$ cat src/crb_pkg.sv
package crb_pkg;
    // Read request kinds
    localparam logic [1:0] KIND_MAIN = 2'h0;
    localparam logic [1:0] KIND_AUX = 2'h1;
    localparam logic [1:0] KIND_REG = 2'h2;
    // Integrity byte modes
    localparam logic [1:0] MODE_OFF = 2'h0;
    localparam logic [1:0] MODE_SUM = 2'h1;
    localparam logic [1:0] MODE_CRC = 2'h2;
    localparam logic [7:0] SUM_OFFSET = 8'h9B;
    localparam logic [7:0] CRC_POLY = 8'h07;
    // Clip limits
    localparam logic [31:0] MAIN_MAX = 32'h7FFFFFFF;
    localparam logic [31:0] MAIN_MIN = 32'h80000000;
    localparam logic [23:0] AUX_MAX = 24'h7FFFFF;
    localparam logic [23:0] AUX_MIN = 24'h800000;
    // Frame lengths in bits
    localparam logic [5:0] MAIN_BITS = 6'h20;
    localparam logic [5:0] AUX_BITS = 6'h18;
    localparam logic [5:0] REG_BITS = 6'h08;
    localparam logic [5:0] CHK_BITS = 6'h08;
    // Status byte fields
    localparam int STAT_AUX_NEW = 7;
    localparam int STAT_MAIN_NEW = 6;
    localparam int STAT_CLK_SRC = 5;
    // Clock activity window
    localparam int CLK_PERIOD_NS = 100;
    localparam int DET_WIN_NS = 2000;
    localparam logic [7:0] DET_WIN_CYC = 8'(DET_WIN_NS / CLK_PERIOD_NS);
    // Host register offsets
    localparam logic [7:0] REG_CTRL = 8'h00;
    localparam logic [7:0] REG_STATUS = 8'h04;
    localparam logic [7:0] REG_MAIN = 8'h08;
    localparam logic [7:0] REG_AUX = 8'h0C;
    localparam logic [7:0] REG_MAIN24 = 8'h10;
    localparam logic [7:0] REG_BYTE = 8'h14;
    // Host register fields
    localparam int CTRL_START = 0;
    localparam int CTRL_KIND = 1;
    localparam int CTRL_MODE = 4;
    localparam int STS_BUSY = 0;
    localparam int STS_ERR = 1;
    localparam int STS_DONE = 2;
    localparam int STS_STAT = 8;
    localparam int STS_RETRY = 16;
    localparam logic [3:0] MAX_RETRY = 4'h3;

    // One byte into a CRC-8, MSB first; zero start equals zero-padded division
    function automatic logic [7:0] crc8_byte(input logic [7:0] c, input logic [7:0] b);
        logic [7:0] r;
        r = c ^ b;
        for (int k = 0; k < 8; k++)
        begin
            r = r[7] ? ({r[6:0], 1'b0} ^ CRC_POLY) : {r[6:0], 1'b0};
        end
        return r;
    endfunction : crc8_byte

    // Integrity byte over four main bytes, or three aux bytes in w[23:0]
    function automatic logic [7:0] check_byte(input logic [31:0] w, input logic aux,
                                              input logic [1:0] mode);
        logic [7:0] sum;
        logic [7:0] crc;
        sum = SUM_OFFSET;
        crc = 8'h00;
        for (int i = 0; i < 4; i++)
        begin
            if (!(aux && i == 0))
            begin
                sum = 8'(sum + w[31 - 8 * i -: 8]);
                crc = crc8_byte(crc, w[31 - 8 * i -: 8]);
            end
        end
        return (mode == MODE_CRC) ? crc : sum;
    endfunction : check_byte
endpackage : crb_pkg

$ cat src/crb_link_if.sv
`timescale 1ns/1ps
// Serial read-back link between device end and host end, one clock
interface crb_link_if;
    logic rd_req;
    logic [1:0] rd_kind;
    logic [1:0] chk_mode;
    logic sdata;
    logic sdata_vld;
    logic sdata_last;
    logic [7:0] stat_byte;

    modport dev (
        input rd_req, rd_kind, chk_mode,
        output sdata, sdata_vld, sdata_last, stat_byte
    );
    modport host (
        output rd_req, rd_kind, chk_mode,
        input sdata, sdata_vld, sdata_last, stat_byte
    );
endinterface : crb_link_if

$ cat src/crb_dev_end.sv
// What this block does
// - Main result 32-bit, sent bit 31 first
// - Zero main input gives all-zero word
// - Results clip at two's-complement extremes
// - Aux result 24-bit, sent bit 23 first
// - Zero aux input gives all-zero word
// - Host may truncate main result to 24
// - Integrity byte last, only when enabled
// - No integrity byte on register read-back
// - Integrity covers four or three data bytes
// - Sum mode: byte sum plus 9Bh
// - Host checks integrity, rereads on mismatch
// - CRC mode: polynomial x8+x2+x+1
// - CRC over data padded by eight zeros
// - Conversion clock nominal 7.3728 MHz
// - Auto-select external clock when active
// - Status bit 5 shows clock source
// - Internal oscillator runs from power-on
// - External clock must be glitch-free
// - New-data flags per converter since read
`timescale 1ns/1ps
module crb_dev_end (
    input wire logic clk_i, // 10 MHz clock
    input wire logic nrst_i, // Sync reset, active low
    crb_link_if.dev link, // Serial read-back link
    input wire logic [33:0] main_raw_i, // Main filter output, wide signed
    input wire logic main_done_i, // Main conversion done pulse
    input wire logic [25:0] aux_raw_i, // Aux filter output, wide signed
    input wire logic aux_done_i, // Aux conversion done pulse
    input wire logic [7:0] reg_byte_i, // Register byte for read-back
    input wire logic clock_input_pin_i, // External clock pin
    output logic osc_en_o, // Internal oscillator enable
    output logic conv_clk_ext_o, // Conversion clock from external pin
    output logic [31:0] main_result_o, // Latest main word
    output logic [23:0] aux_result_o // Latest aux word
);
    typedef enum logic [1:0] {
        CRB_IDLE = 2'b01,
        CRB_SHIFT = 2'b10
    } crb_dev_state_t;

    logic [31:0] main_word_ff;
    logic [31:0] nxt_main_word;
    logic [23:0] aux_word_ff;
    logic [23:0] nxt_aux_word;
    logic main_new_ff;
    logic nxt_main_new;
    logic aux_new_ff;
    logic nxt_aux_new;
    logic [2:0] sync_ff;
    logic [2:0] nxt_sync;
    logic [7:0] win_cnt_ff;
    logic [7:0] nxt_win_cnt;
    logic ext_ff;
    logic nxt_ext;
    crb_dev_state_t st_ff;
    crb_dev_state_t nxt_st;
    logic [39:0] sh_ff;
    logic [39:0] nxt_sh;
    logic [5:0] cnt_ff;
    logic [5:0] nxt_cnt;
    logic sdata_ff;
    logic nxt_sdata;
    logic vld_ff;
    logic nxt_vld;
    logic last_ff;
    logic nxt_last;
    logic [7:0] stat_ff;
    logic [7:0] nxt_stat;
    logic clk_edge;
    logic start;
    logic with_chk;

    // Results: clip wide filter output, keep new-data flags
    always_comb
    begin
        nxt_main_word = main_word_ff;
        nxt_aux_word = aux_word_ff;
        nxt_main_new = main_new_ff;
        nxt_aux_new = aux_new_ff;
        // Flag clears when a read of that converter starts
        if (start && link.rd_kind == crb_pkg::KIND_MAIN)
        begin
            nxt_main_new = 1'b0;
        end
        if (start && link.rd_kind == crb_pkg::KIND_AUX)
        begin
            nxt_aux_new = 1'b0;
        end
        // A fresh result in the same cycle wins over the clear
        if (main_done_i)
        begin
            nxt_main_new = 1'b1;
            if (main_raw_i[33:31] == 3'h0 || main_raw_i[33:31] == 3'h7)
            begin
                nxt_main_word = main_raw_i[31:0];
            end
            else
            begin
                nxt_main_word = main_raw_i[33] ? crb_pkg::MAIN_MIN : crb_pkg::MAIN_MAX;
            end
        end
        if (aux_done_i)
        begin
            nxt_aux_new = 1'b1;
            if (aux_raw_i[25:23] == 3'h0 || aux_raw_i[25:23] == 3'h7)
            begin
                nxt_aux_word = aux_raw_i[23:0];
            end
            else
            begin
                nxt_aux_word = aux_raw_i[25] ? crb_pkg::AUX_MIN : crb_pkg::AUX_MAX;
            end
        end
    end

    always_ff @(posedge clk_i)
    begin
        if (!nrst_i)
        begin
            main_word_ff <= 32'h00000000;
            aux_word_ff <= 24'h000000;
            main_new_ff <= 1'b0;
            aux_new_ff <= 1'b0;
        end
        else
        begin
            main_word_ff <= nxt_main_word;
            aux_word_ff <= nxt_aux_word;
            main_new_ff <= nxt_main_new;
            aux_new_ff <= nxt_aux_new;
        end
    end

    // Clock detect: three-stage sync, edges seen only on stages two and three
    // A pin silent for a whole window falls back to the internal oscillator;
    // sampling at 10 MHz aliases a 7.3728 MHz clock but still shows edges
    assign clk_edge = sync_ff[1] ^ sync_ff[2];

    always_comb
    begin
        nxt_sync = {sync_ff[1:0], clock_input_pin_i};
        nxt_win_cnt = win_cnt_ff;
        nxt_ext = ext_ff;
        if (clk_edge)
        begin
            nxt_win_cnt = crb_pkg::DET_WIN_CYC;
            nxt_ext = 1'b1;
        end
        else if (win_cnt_ff != 8'h00)
        begin
            nxt_win_cnt = win_cnt_ff - 8'h01;
        end
        else
        begin
            nxt_ext = 1'b0;
        end
    end

    always_ff @(posedge clk_i)
    begin
        if (!nrst_i)
        begin
            sync_ff <= 3'h0;
            win_cnt_ff <= 8'h00;
            ext_ff <= 1'b0;
        end
        else
        begin
            sync_ff <= nxt_sync;
            win_cnt_ff <= nxt_win_cnt;
            ext_ff <= nxt_ext;
        end
    end

    // Frame shifter: data MSB first, then the optional integrity byte
    assign start = (st_ff == CRB_IDLE) && link.rd_req;
    assign with_chk = (link.chk_mode != crb_pkg::MODE_OFF) &&
                      (link.rd_kind != crb_pkg::KIND_REG);

    always_comb
    begin
        nxt_st = st_ff;
        nxt_sh = sh_ff;
        nxt_cnt = cnt_ff;
        nxt_sdata = 1'b0;
        nxt_vld = 1'b0;
        nxt_last = 1'b0;
        nxt_stat = 8'h00;
        nxt_stat[crb_pkg::STAT_AUX_NEW] = aux_new_ff;
        nxt_stat[crb_pkg::STAT_MAIN_NEW] = main_new_ff;
        nxt_stat[crb_pkg::STAT_CLK_SRC] = ext_ff;
        unique case (st_ff)
            CRB_IDLE:
            begin
                if (link.rd_req)
                begin
                    nxt_st = CRB_SHIFT;
                    unique case (link.rd_kind)
                        crb_pkg::KIND_AUX:
                        begin
                            nxt_sh = {aux_word_ff, crb_pkg::check_byte({8'h00, aux_word_ff},
                                      1'b1, link.chk_mode), 8'h00};
                            nxt_cnt = crb_pkg::AUX_BITS;
                        end
                        crb_pkg::KIND_REG:
                        begin
                            nxt_sh = {reg_byte_i, 32'h00000000};
                            nxt_cnt = crb_pkg::REG_BITS;
                        end
                        default:
                        begin
                            nxt_sh = {main_word_ff, crb_pkg::check_byte(main_word_ff,
                                      1'b0, link.chk_mode)};
                            nxt_cnt = crb_pkg::MAIN_BITS;
                        end
                    endcase
                    if (with_chk)
                    begin
                        nxt_cnt = 6'(nxt_cnt + crb_pkg::CHK_BITS);
                    end
                end
            end
            CRB_SHIFT:
            begin
                nxt_sdata = sh_ff[39];
                nxt_vld = 1'b1;
                nxt_last = (cnt_ff == 6'h01);
                nxt_sh = {sh_ff[38:0], 1'b0};
                nxt_cnt = cnt_ff - 6'h01;
                if (cnt_ff == 6'h01)
                begin
                    nxt_st = CRB_IDLE;
                end
            end
        endcase
    end

    always_ff @(posedge clk_i)
    begin
        if (!nrst_i)
        begin
            st_ff <= CRB_IDLE;
            sh_ff <= 40'h0000000000;
            cnt_ff <= 6'h00;
            sdata_ff <= 1'b0;
            vld_ff <= 1'b0;
            last_ff <= 1'b0;
            stat_ff <= 8'h00;
        end
        else
        begin
            st_ff <= nxt_st;
            sh_ff <= nxt_sh;
            cnt_ff <= nxt_cnt;
            sdata_ff <= nxt_sdata;
            vld_ff <= nxt_vld;
            last_ff <= nxt_last;
            stat_ff <= nxt_stat;
        end
    end

    // Oscillator enable is a constant high register out of reset
    always_ff @(posedge clk_i)
    begin
        if (!nrst_i)
        begin
            osc_en_o <= 1'b1;
            conv_clk_ext_o <= 1'b0;
        end
        else
        begin
            osc_en_o <= 1'b1;
            conv_clk_ext_o <= ext_ff;
        end
    end

    assign main_result_o = main_word_ff;
    assign aux_result_o = aux_word_ff;
    assign link.sdata = sdata_ff;
    assign link.sdata_vld = vld_ff;
    assign link.sdata_last = last_ff;
    assign link.stat_byte = stat_ff;
endmodule : crb_dev_end

$ cat src/flat_wrapper.sv
// flat-port wrapper written by rule: the top's interface ports become plain ports
module crb_dev_end_flat 
  (clk_i, nrst_i, main_raw_i, main_done_i, aux_raw_i, aux_done_i, reg_byte_i, clock_input_pin_i, osc_en_o, conv_clk_ext_o, main_result_o, aux_result_o, link_rd_req, link_rd_kind, link_chk_mode, link_sdata, link_sdata_vld, link_sdata_last, link_stat_byte);
  crb_link_if link_i ();
  input wire logic clk_i;
  input wire logic nrst_i;
  input wire logic [33:0] main_raw_i;
  input wire logic main_done_i;
  input wire logic [25:0] aux_raw_i;
  input wire logic aux_done_i;
  input wire logic [7:0] reg_byte_i;
  input wire logic clock_input_pin_i;
  output logic osc_en_o;
  output logic conv_clk_ext_o;
  output logic [31:0] main_result_o;
  output logic [23:0] aux_result_o;
  input wire logic [$bits(link_i.rd_req)-1:0] link_rd_req;
  input wire logic [$bits(link_i.rd_kind)-1:0] link_rd_kind;
  input wire logic [$bits(link_i.chk_mode)-1:0] link_chk_mode;
  output wire logic [$bits(link_i.sdata)-1:0] link_sdata;
  output wire logic [$bits(link_i.sdata_vld)-1:0] link_sdata_vld;
  output wire logic [$bits(link_i.sdata_last)-1:0] link_sdata_last;
  output wire logic [$bits(link_i.stat_byte)-1:0] link_stat_byte;
  assign link_i.rd_req = link_rd_req;
  assign link_i.rd_kind = link_rd_kind;
  assign link_i.chk_mode = link_chk_mode;
  assign link_sdata = link_i.sdata;
  assign link_sdata_vld = link_i.sdata_vld;
  assign link_sdata_last = link_i.sdata_last;
  assign link_stat_byte = link_i.stat_byte;
  crb_dev_end u_core (.clk_i(clk_i), .nrst_i(nrst_i), .link(link_i), .main_raw_i(main_raw_i), .main_done_i(main_done_i), .aux_raw_i(aux_raw_i), .aux_done_i(aux_done_i), .reg_byte_i(reg_byte_i), .clock_input_pin_i(clock_input_pin_i), .osc_en_o(osc_en_o), .conv_clk_ext_o(conv_clk_ext_o), .main_result_o(main_result_o), .aux_result_o(aux_result_o));
endmodule
$ cat config.mk
export PLATFORM = sky130hd
export DESIGN_NAME = crb_dev_end_flat
export DESIGN_NICKNAME = d
export VERILOG_FILES = /design/src/crb_pkg.sv /design/src/crb_link_if.sv /design/src/crb_dev_end.sv /design/src/flat_wrapper.sv
export SDC_FILE = /design/constraint.sdc
export NUM_CORES = 1
export LEC_CHECK = 0
export ABC_AREA = 1
export BUFFER_PORTS_ARGS = -buffer_cell sky130_fd_sc_hd__buf_2
export CORE_UTILIZATION = 51
export DETAILED_ROUTE_END_ITERATION = 10
export HOLD_SLACK_MARGIN = 0.05
export PLACE_DENSITY = 0.76
export SLEW_MARGIN = 30
export SYNTH_ARGS = -nofsm -noshare
export SYNTH_HDL_FRONTEND = slang
export SYNTH_SLANG_ARGS = --single-unit
$ cat constraint.sdc
create_clock -name clk_i -period 3.5 [get_ports clk_i]
set_input_delay 1.05 -clock clk_i [delete_from_list [all_inputs] [get_ports clk_i]]
set_output_delay 1.05 -clock clk_i [all_outputs]
set_load 0.005 [all_outputs]
==> results of run 1 <==
worst max path at each step:
| stage | from | endpoint | slack (ns) | cells past startpoint |
|---|---|---|---|---|
| floorplan | u_core.main_result_o[24] | u_core.sh_ff[7] | 0.007 | 20 |
| global placement | u_core.main_result_o[24] | u_core.sh_ff[7] | -0.07 | 21 |
| detailed placement | u_core.main_result_o[24] | u_core.sh_ff[7] | -0.16 | 23 |
| CTS | u_core.main_result_o[25] | u_core.sh_ff[7] | -0.003 | 20 |
| global route | u_core.main_result_o[24] | u_core.sh_ff[7] | -0.27 | 21 |
| finish | u_core.main_result_o[24] | u_core.sh_ff[7] | -0.09 | 21 |
cell usage in the layout, fill, tap and decap left out, types with 3 or more instances in the layout:
cell type	synthesis	final
xnor2_1	35	30
buf_2	3	140
nand2_1	365	362
nand3b_1	4	4
o21ai_0	94	86
a21oi_1	109	95
inv_6	0	6
a21oi_2	2	14
dfxtp_1	124	121
a221oi_1	50	50
clkinvlp_4	0	3
a31oi_1	17	17
inv_2	8	12
o22ai_1	11	11
inv_1	154	147
clkbuf_16	0	17
xor2_1	46	46
buf_4	8	53
o21ai_2	0	3
xnor2_2	3	7
nor3_1	5	4
nand3_1	99	97
ha_1	57	52
nor2_1	34	33
nand2_2	3	6
fa_2	0	3
inv_4	0	3
ha_4	0	5
xor2_2	9	9
conb_1	2	6
o21ai_1	1	5
power groups by stage:
stage                     clock, W  sequential (W)  combinational, W
final                      0.00181         0.00174           0.00388
after global routing       0.00187         0.00176           0.00435
after CTS                  0.00181         0.00173           0.00365
after detailed placement         0         0.00176           0.00351
after global placement           0         0.00176           0.00343
after floorplan                  0         0.00173           0.00270
through the flow:
step | area [um^2] | util, % | setup slack [ns] | total power (W) | setup TNS, ns
after floorplan | 9040 | - | 0.00696 | 0.00443 | 0
after global placement | 10100 | 58.7 | -0.0679 | 0.00519 | -0.0744
after detailed placement | 10100 | 58.7 | -0.158 | 0.00527 | -0.271
after CTS | 10900 | 62.8 | -0.00336 | 0.00719 | -0.00336
after global routing | 11000 | 63.8 | -0.266 | 0.00798 | -0.421
final | 11000 | 63.8 | -0.0853 | 0.00743 | -0.0853
flip-flops by register name, summed over array words and instances, names as in the netlist:
name / count
u_core.sh_ff: 40
u_core.main_result_o: 32
u_core.aux_result_o: 24
u_core.win_cnt_ff: 8
u_core.cnt_ff: 6
u_core.link.stat_byte: 3
u_core.sync_ff: 3
u_core.st_ff: 2
u_core.aux_new_ff: 1
u_core.ext_ff: 1
u_core.link.sdata: 1
u_core.link.sdata_last: 1
u_core.link.sdata_vld: 1
u_core.main_new_ff: 1
layer usage:
layer | vias up | track usage (%)
li1 | 4695 | -
met1 | 4406 | 38.1
met2 | 325 | 46.5
met3 | 50 | 5.63
met4 | 0 | 9.05
met5 | - | 0
kinds of logic after synthesis:
group,count (synthesis)
xor gates and xnor gates,94
AOI/OAI and AO/OA,296
adders and majority gates,62
other,2
and+or+nand+nor,523
buffers and inverters,222
DFF,124
what timing repair did:
action	CTS	global route
gates resized for setup	19	38
pin swaps	13	32
setup endpoints to repair	2	7
setup buffers	7	2
gates cloned	0	0
layout make-up:
| type | count | area, um^2 |
|---|---|---|
| fill | 1507 | 6260 |
| multi-input combinational | 981 | 5940 |
| sequential | 124 | 2490 |
| timing repair buffer | 194 | 1120 |
| inverter | 164 | 623 |
| clock buffer | 18 | 429 |
| tap | 225 | 282 |
| clock inverter | 14 | 156 |
critical path, cell delays in order, from the launching register on:
cell and delay [ns]:
dfxtp_2 0.36, inv_4 0.05, ha_4 0.25, inv_2 0.04, fa_2 0.34, xor2_1 0.17, ha_1 0.36, a21oi_2 0.17
nand2_2 0.10, xnor2_2 0.18, inv_2 0.07, ha_4 0.30, a21oi_2 0.07, o21ai_2 0.16, nand2_1 0.07, nand2_1 0.08
a21oi_2 0.06, xor2_1 0.15, or2_4 0.25, a21oi_4 0.15, a21oi_2 0.07, nor2_1 0.07
==> flow_summary.json, run 1 <==
{
  "status": "complete, but fails checks",
  "violations": "negative setup slack",
  "holdWs_ns": 0.419,
  "synth_top_family_by_area": "simple AND/OR/NAND/NOR gates",
  "grt_usage_pct": 28.6,
  "final_nets": 1622,
  "holdPathEnd": "u_core.sync_ff[1]",
  "clk_pin_slew_ns": 0.06,
  "antenna_found_initial": 0,
  "dr.pass1.iters": 5,
  "wl_met2_um": 12200,
  "drt_iter0_drc": 571,
  "core-area_um2": 17300,
  "die_x_um": 135,
  "vias": 9476,
  "synth_area_leaders": "dfxtp_1, nand2_1, ha_1",
  "drc_errors": 0,
  "required_ns": 3.87,
  "vdd_drop_max_mv": 0.385,
  "syn_inst": 1323,
  "fin_crit_sh_pct": 102,
  "syn_avg_cell_area_um2": 6.80,
  "numClockSinks": 124,
  "grt_max_degree": 65,
  "via_per_inst": 5.51,
  "p_seq_share_pct": 23.4,
  "cts_tree": "built",
  "cts_hold_buf": 0,
  "ys_ff_latch": 124,
  "synth_top_area_share_pct": 27.6,
  "max_freq_mhz": 279,
  "cts_htree_levels": 4,
  "synth_top_area_cell": "dfxtp_1",
  "worstSetupStartpointType": "flip-flop",
  "worstMarginPinSlew_ns": 0.714,
  "syn_to_final_growth_pct": 22.6,
  "rrSetupSlack_ns": -0.09,
  "p_int_w": 0.00423,
  "p_sw_w": 0.00321,
  "num_antenna_cells": 0,
  "synthMuxAreaShare_pct": 0,
  "grt_pass1_vias": 8521,
  "clkPwrFrac_pct": 24.3,
  "synthSimpleGateAreaFrac_pct": 23.9,
  "p_leak_nw": 5.50,
  "finalMaxSlewViolations": 0,
  "reg2reg_from": "u_core.main_result_o[24]",
  "rsz0062_at_grt": "yes",
  "io_buffers": 140,
  "ys.flop_type": "dfxtp_1",
  "skew_ns": 0.00697,
  "yosys_warnings": 0,
  "cp_max_fo": 4,
  "root_buffer": "clkbuf_16",
  "drive_gt1_share_pct": 20.7,
  "pwr-share-comb_pct": 52.2,
  "synth_edf_count": 0,
  "grt.overflow.total": 0,
  "insertion_delay_ns": 0.44,
  "wirelength_um": 26400,
  "hold_violations": 0,
  "yosysMostFrequentCell": "nand2_1",
  "reg2reg_depth": 21,
  "wl_met3_um": 1700,
  "slew_headroom_pct": 52.3,
  "async_flop_share_pct": 0,
  "route.top_layer_used": "met4",
  "synthAdderAreaFrac_pct": 9.03,
  "routedWlPerCell_um": 15.3,
  "yosysSeqAreaShare_pct": 27.6,
  "cap_violations": 0,
  "cts_buffers": 17,
  "start_util_pct": 52.0,
  "detail-route-antenna-nets": 0,
  "hold_class": "reg -> reg",
  "layout_setup_ws_ns": -0.0853,
  "ios": 147,
  "placed_cells": 1681,
  "syn_area_um2": 9000,
  "critPathCaptureType": "flip-flop",
  "cts_buffer_depth": 2,
  "layoutNonFillerInstCount": 1720,
  "finalSetupViolCount": 1,
  "synthTopCellsByCount": "nand2_1, inv_1, dfxtp_1, a21oi_1, nand3_1",
  "worstReg2RegEnd": "u_core.sh_ff[7]",
  "die_h_um": 135,
  "die_area_um2": 18200,
  "cellPowerDensity_nw_per_um2": 674,
  "hold_depth": 2,
  "synth.distinct_cells": 42,
  "grt_first_pass_wirelength_um": 41300,
  "period_needed_ns": 3.59,
  "swShare_pct": 43.1,
  "fp-row-count": 48,
  "gp_congestion": 0.897,
  "hpwl_um": 19600,
  "synth_compound_area_share_pct": 19.4,
  "hold_path.startpoint": "u_core.sync_ff[0]",
  "path_class": "reg -> reg",
  "arrival_ns": 3.96,
  "drt-met1-wl_um": 11900,
  "synth_xor_area_share_pct": 10.4
}
No activity file was read; power rests on OpenSTA's default activity.
==> inputs of run 2 (changes only) <==
--- a/config.mk
+++ b/config.mk
@@ -11,6 +11,7 @@
 export DETAILED_ROUTE_END_ITERATION = 10
 export HOLD_SLACK_MARGIN = 0.05
 export PLACE_DENSITY = 0.76
+export SETUP_SLACK_MARGIN = 0.4
 export SLEW_MARGIN = 30
 export SYNTH_ARGS = -nofsm -noshare
 export SYNTH_HDL_FRONTEND = slang
==> run 2 against run 1 <==
  * The run still ends with negative setup slack left
  * Via count grew 1.8%
  * Non-clock buffer count grew 8
  * Total power grew 4.5%
  * Final cell count grew 0.29%
  * Setup slack lost 0.10 ns
  * Clock-buffer cell count grew 7
  * Flip-flop and latch count is the same
  * Sequential power is essentially flat
  * Routed wire length grew 3.7%
  * Clock power is essentially flat
  * Critical path type unchanged
==> flow_summary.json, run 2 (same netlist as run 1, synthesis figures left out) <==
{
  "die_x_um": 135,
  "status": "complete, but fails checks",
  "ios": 147,
  "rrSetupSlack_ns": -0.19,
  "layout_commonest_cell": "nand2_1",
  "finalMaxSlewViolations": 0,
  "skew_ns": 0.00934,
  "numClockSinks": 124,
  "cts_hold_buf": 0,
  "critPathCaptureType": "flip-flop",
  "final_nets": 1630,
  "crit_buf_inv": 9,
  "cp_slowest_cell": "fa_2",
  "path_class": "reg -> reg",
  "fp-row-count": 48,
  "die_area_um2": 18200,
  "cts_buffers": 17,
  "max_freq_mhz": 271,
  "detail-route-antenna-nets": 0,
  "antenna_found_initial": 0,
  "worstSetupStartpointType": "flip-flop",
  "start_util_pct": 52.0,
  "layout_common_cells": "nand2_1, inv_1, buf_2",
  "period_needed_ns": 3.69,
  "cellPowerDensity_nw_per_um2": 682,
  "grt.overflow.total": 0,
  "num_antenna_cells": 0,
  "io_buffers": 140,
  "finalSetupViolCount": 3,
  "regMostFlops": "u_core.sh_ff",
  "path_cells": "inv_6 > ha_4 > inv_2 > fa_2 > inv_2 > fa_2 > buf_4 > buf_4 > buf_6 > buf_6 > fa_2 > buf_4 > buf_4 > or2_2 > nand2_1 > a21oi_1 > nand3_1 > a21oi_2",
  "cap_violations": 0,
  "vdd_drop_max_mv": 0.503,
  "routedWlPerCell_um": 15.9,
  "drc_errors": 0,
  "wirelength_um": 27400,
  "arrival_ns": 4.00,
  "root_buffer": "clkbuf_16",
  "hold_violations": 0,
  "clk_pin_slew_ns": 0.05,
  "cts_htree_levels": 4,
  "vias": 9650,
  "insertion_delay_ns": 0.43,
  "grt_first_pass_wirelength_um": 42800,
  "drive_gt1_share_pct": 24.5,
  "core-area_um2": 17300,
  "dr.pass1.iters": 6,
  "fillers": 1441,
  "drt_iter0_drc": 500,
  "via_per_inst": 5.59,
  "gp_congestion": 0.937,
  "grt_max_degree": 65,
  "hpwl_um": 19100,
  "syn_to_final_growth_pct": 26.5,
  "largest_reg_flops": 40,
  "violations": "negative setup slack",
  "hold_class": "reg -> reg",
  "layout_setup_ws_ns": -0.189,
  "grt_pass1_vias": 9027,
  "critPathMostFrequentCell": "buf_4",
  "pre_cts_ws_ns": -0.0945,
  "critical-path-top-delay-family": "adder cells",
  "die_h_um": 135,
  "worstMarginPinSlew_ns": 0.757,
  "grt_usage_pct": 29.9,
  "power_w": 0.00777,
  "required_ns": 3.81,
  "setup_tns_ns": -0.436,
  "holdWs_ns": 0.412,
  "slew_headroom_pct": 49.4,
  "final_util_pct": 65.9,
  "rsz0062_at_grt": "yes",
  "cp_max_fo": 4,
  "cts_buffer_depth": 2,
  "cts_tree": "built",
  "fin_crit_sh_pct": 105,
  "critPathMaxStageDelay_ns": 0.54,
  "p_leak_nw": 5.59
}
-- run 2: area by class of cell --
type | instances | area, um^2 | share of cell area, %
flip-flops and latches | 124 | 2510 | 22.0
clock inverters | 4 | 76.3 | 0.670
inverters | 164 | 631 | 5.54
multi-input cells | 981 | 6160 | 54.1
well taps | 225 | 282 | 2.47
repair buffers | 202 | 1200 | 10.5
clock buffers | 25 | 537 | 4.71
-- run 2: path summary, 6_finish.rpt --
check,from,to,depth (start not counted)
setup / recovery,u_core.main_result_o[24],u_core.sh_ff[2],18
hold / removal,u_core.sync_ff[0],u_core.sync_ff[1],2
setup reg to reg,u_core.main_result_o[24],u_core.sh_ff[2],18
hold reg to reg,u_core.sync_ff[0],u_core.sync_ff[1],2
-- run 2: what timing repair did --
item / CTS / global route
pin swaps: 26 / 58
setup buffers: 13 / 15
endpoints found under the hold margin: 0 / 0
gates resized for setup: 41 / 82
endpoints found under the setup margin: 8 / 15
-- run 2: power by group --
part	internal [W]	leakage [nW]	switching [W]
Combinational	0.00172	4.26	0.00245
Sequential	0.00158	1.03	0.000170
Clock	0.00119	0.299	0.000648
-- run 2: per-layer routing --
| metal | track usage (%) | routed length [um] | vias to the layer above |
|---|---|---|---|
| li1 | - | - | 4710 |
| met1 | 36.8 | 11500 | 4466 |
| met2 | 49.7 | 12700 | 392 |
| met3 | 6.68 | 2060 | 82 |
| met4 | 13.4 | 1040 | 0 |
| met5 | 0 | 0 | - |
-- run 2: per-stage QoR --
stage	instance area, um^2	cells
floorplan	9070	1327
global placement	10100	1668
detailed placement	10100	1668
CTS	10900	1710
global route	11400	1725
finish	11400	1725
-- run 2: worst register-to-register path: stages (launching register included) --
cell     delay, ns
dfxtp_4       0.37
inv_6         0.04
ha_4          0.25
inv_2         0.04
fa_2          0.54
inv_2         0.04
fa_2          0.44
buf_4         0.16
buf_4         0.14
buf_6         0.12
buf_6         0.11
fa_2          0.39
buf_4         0.15
buf_4         0.13
or2_2         0.30
nand2_1       0.09
a21oi_1       0.08
nand3_1       0.13
a21oi_2       0.06
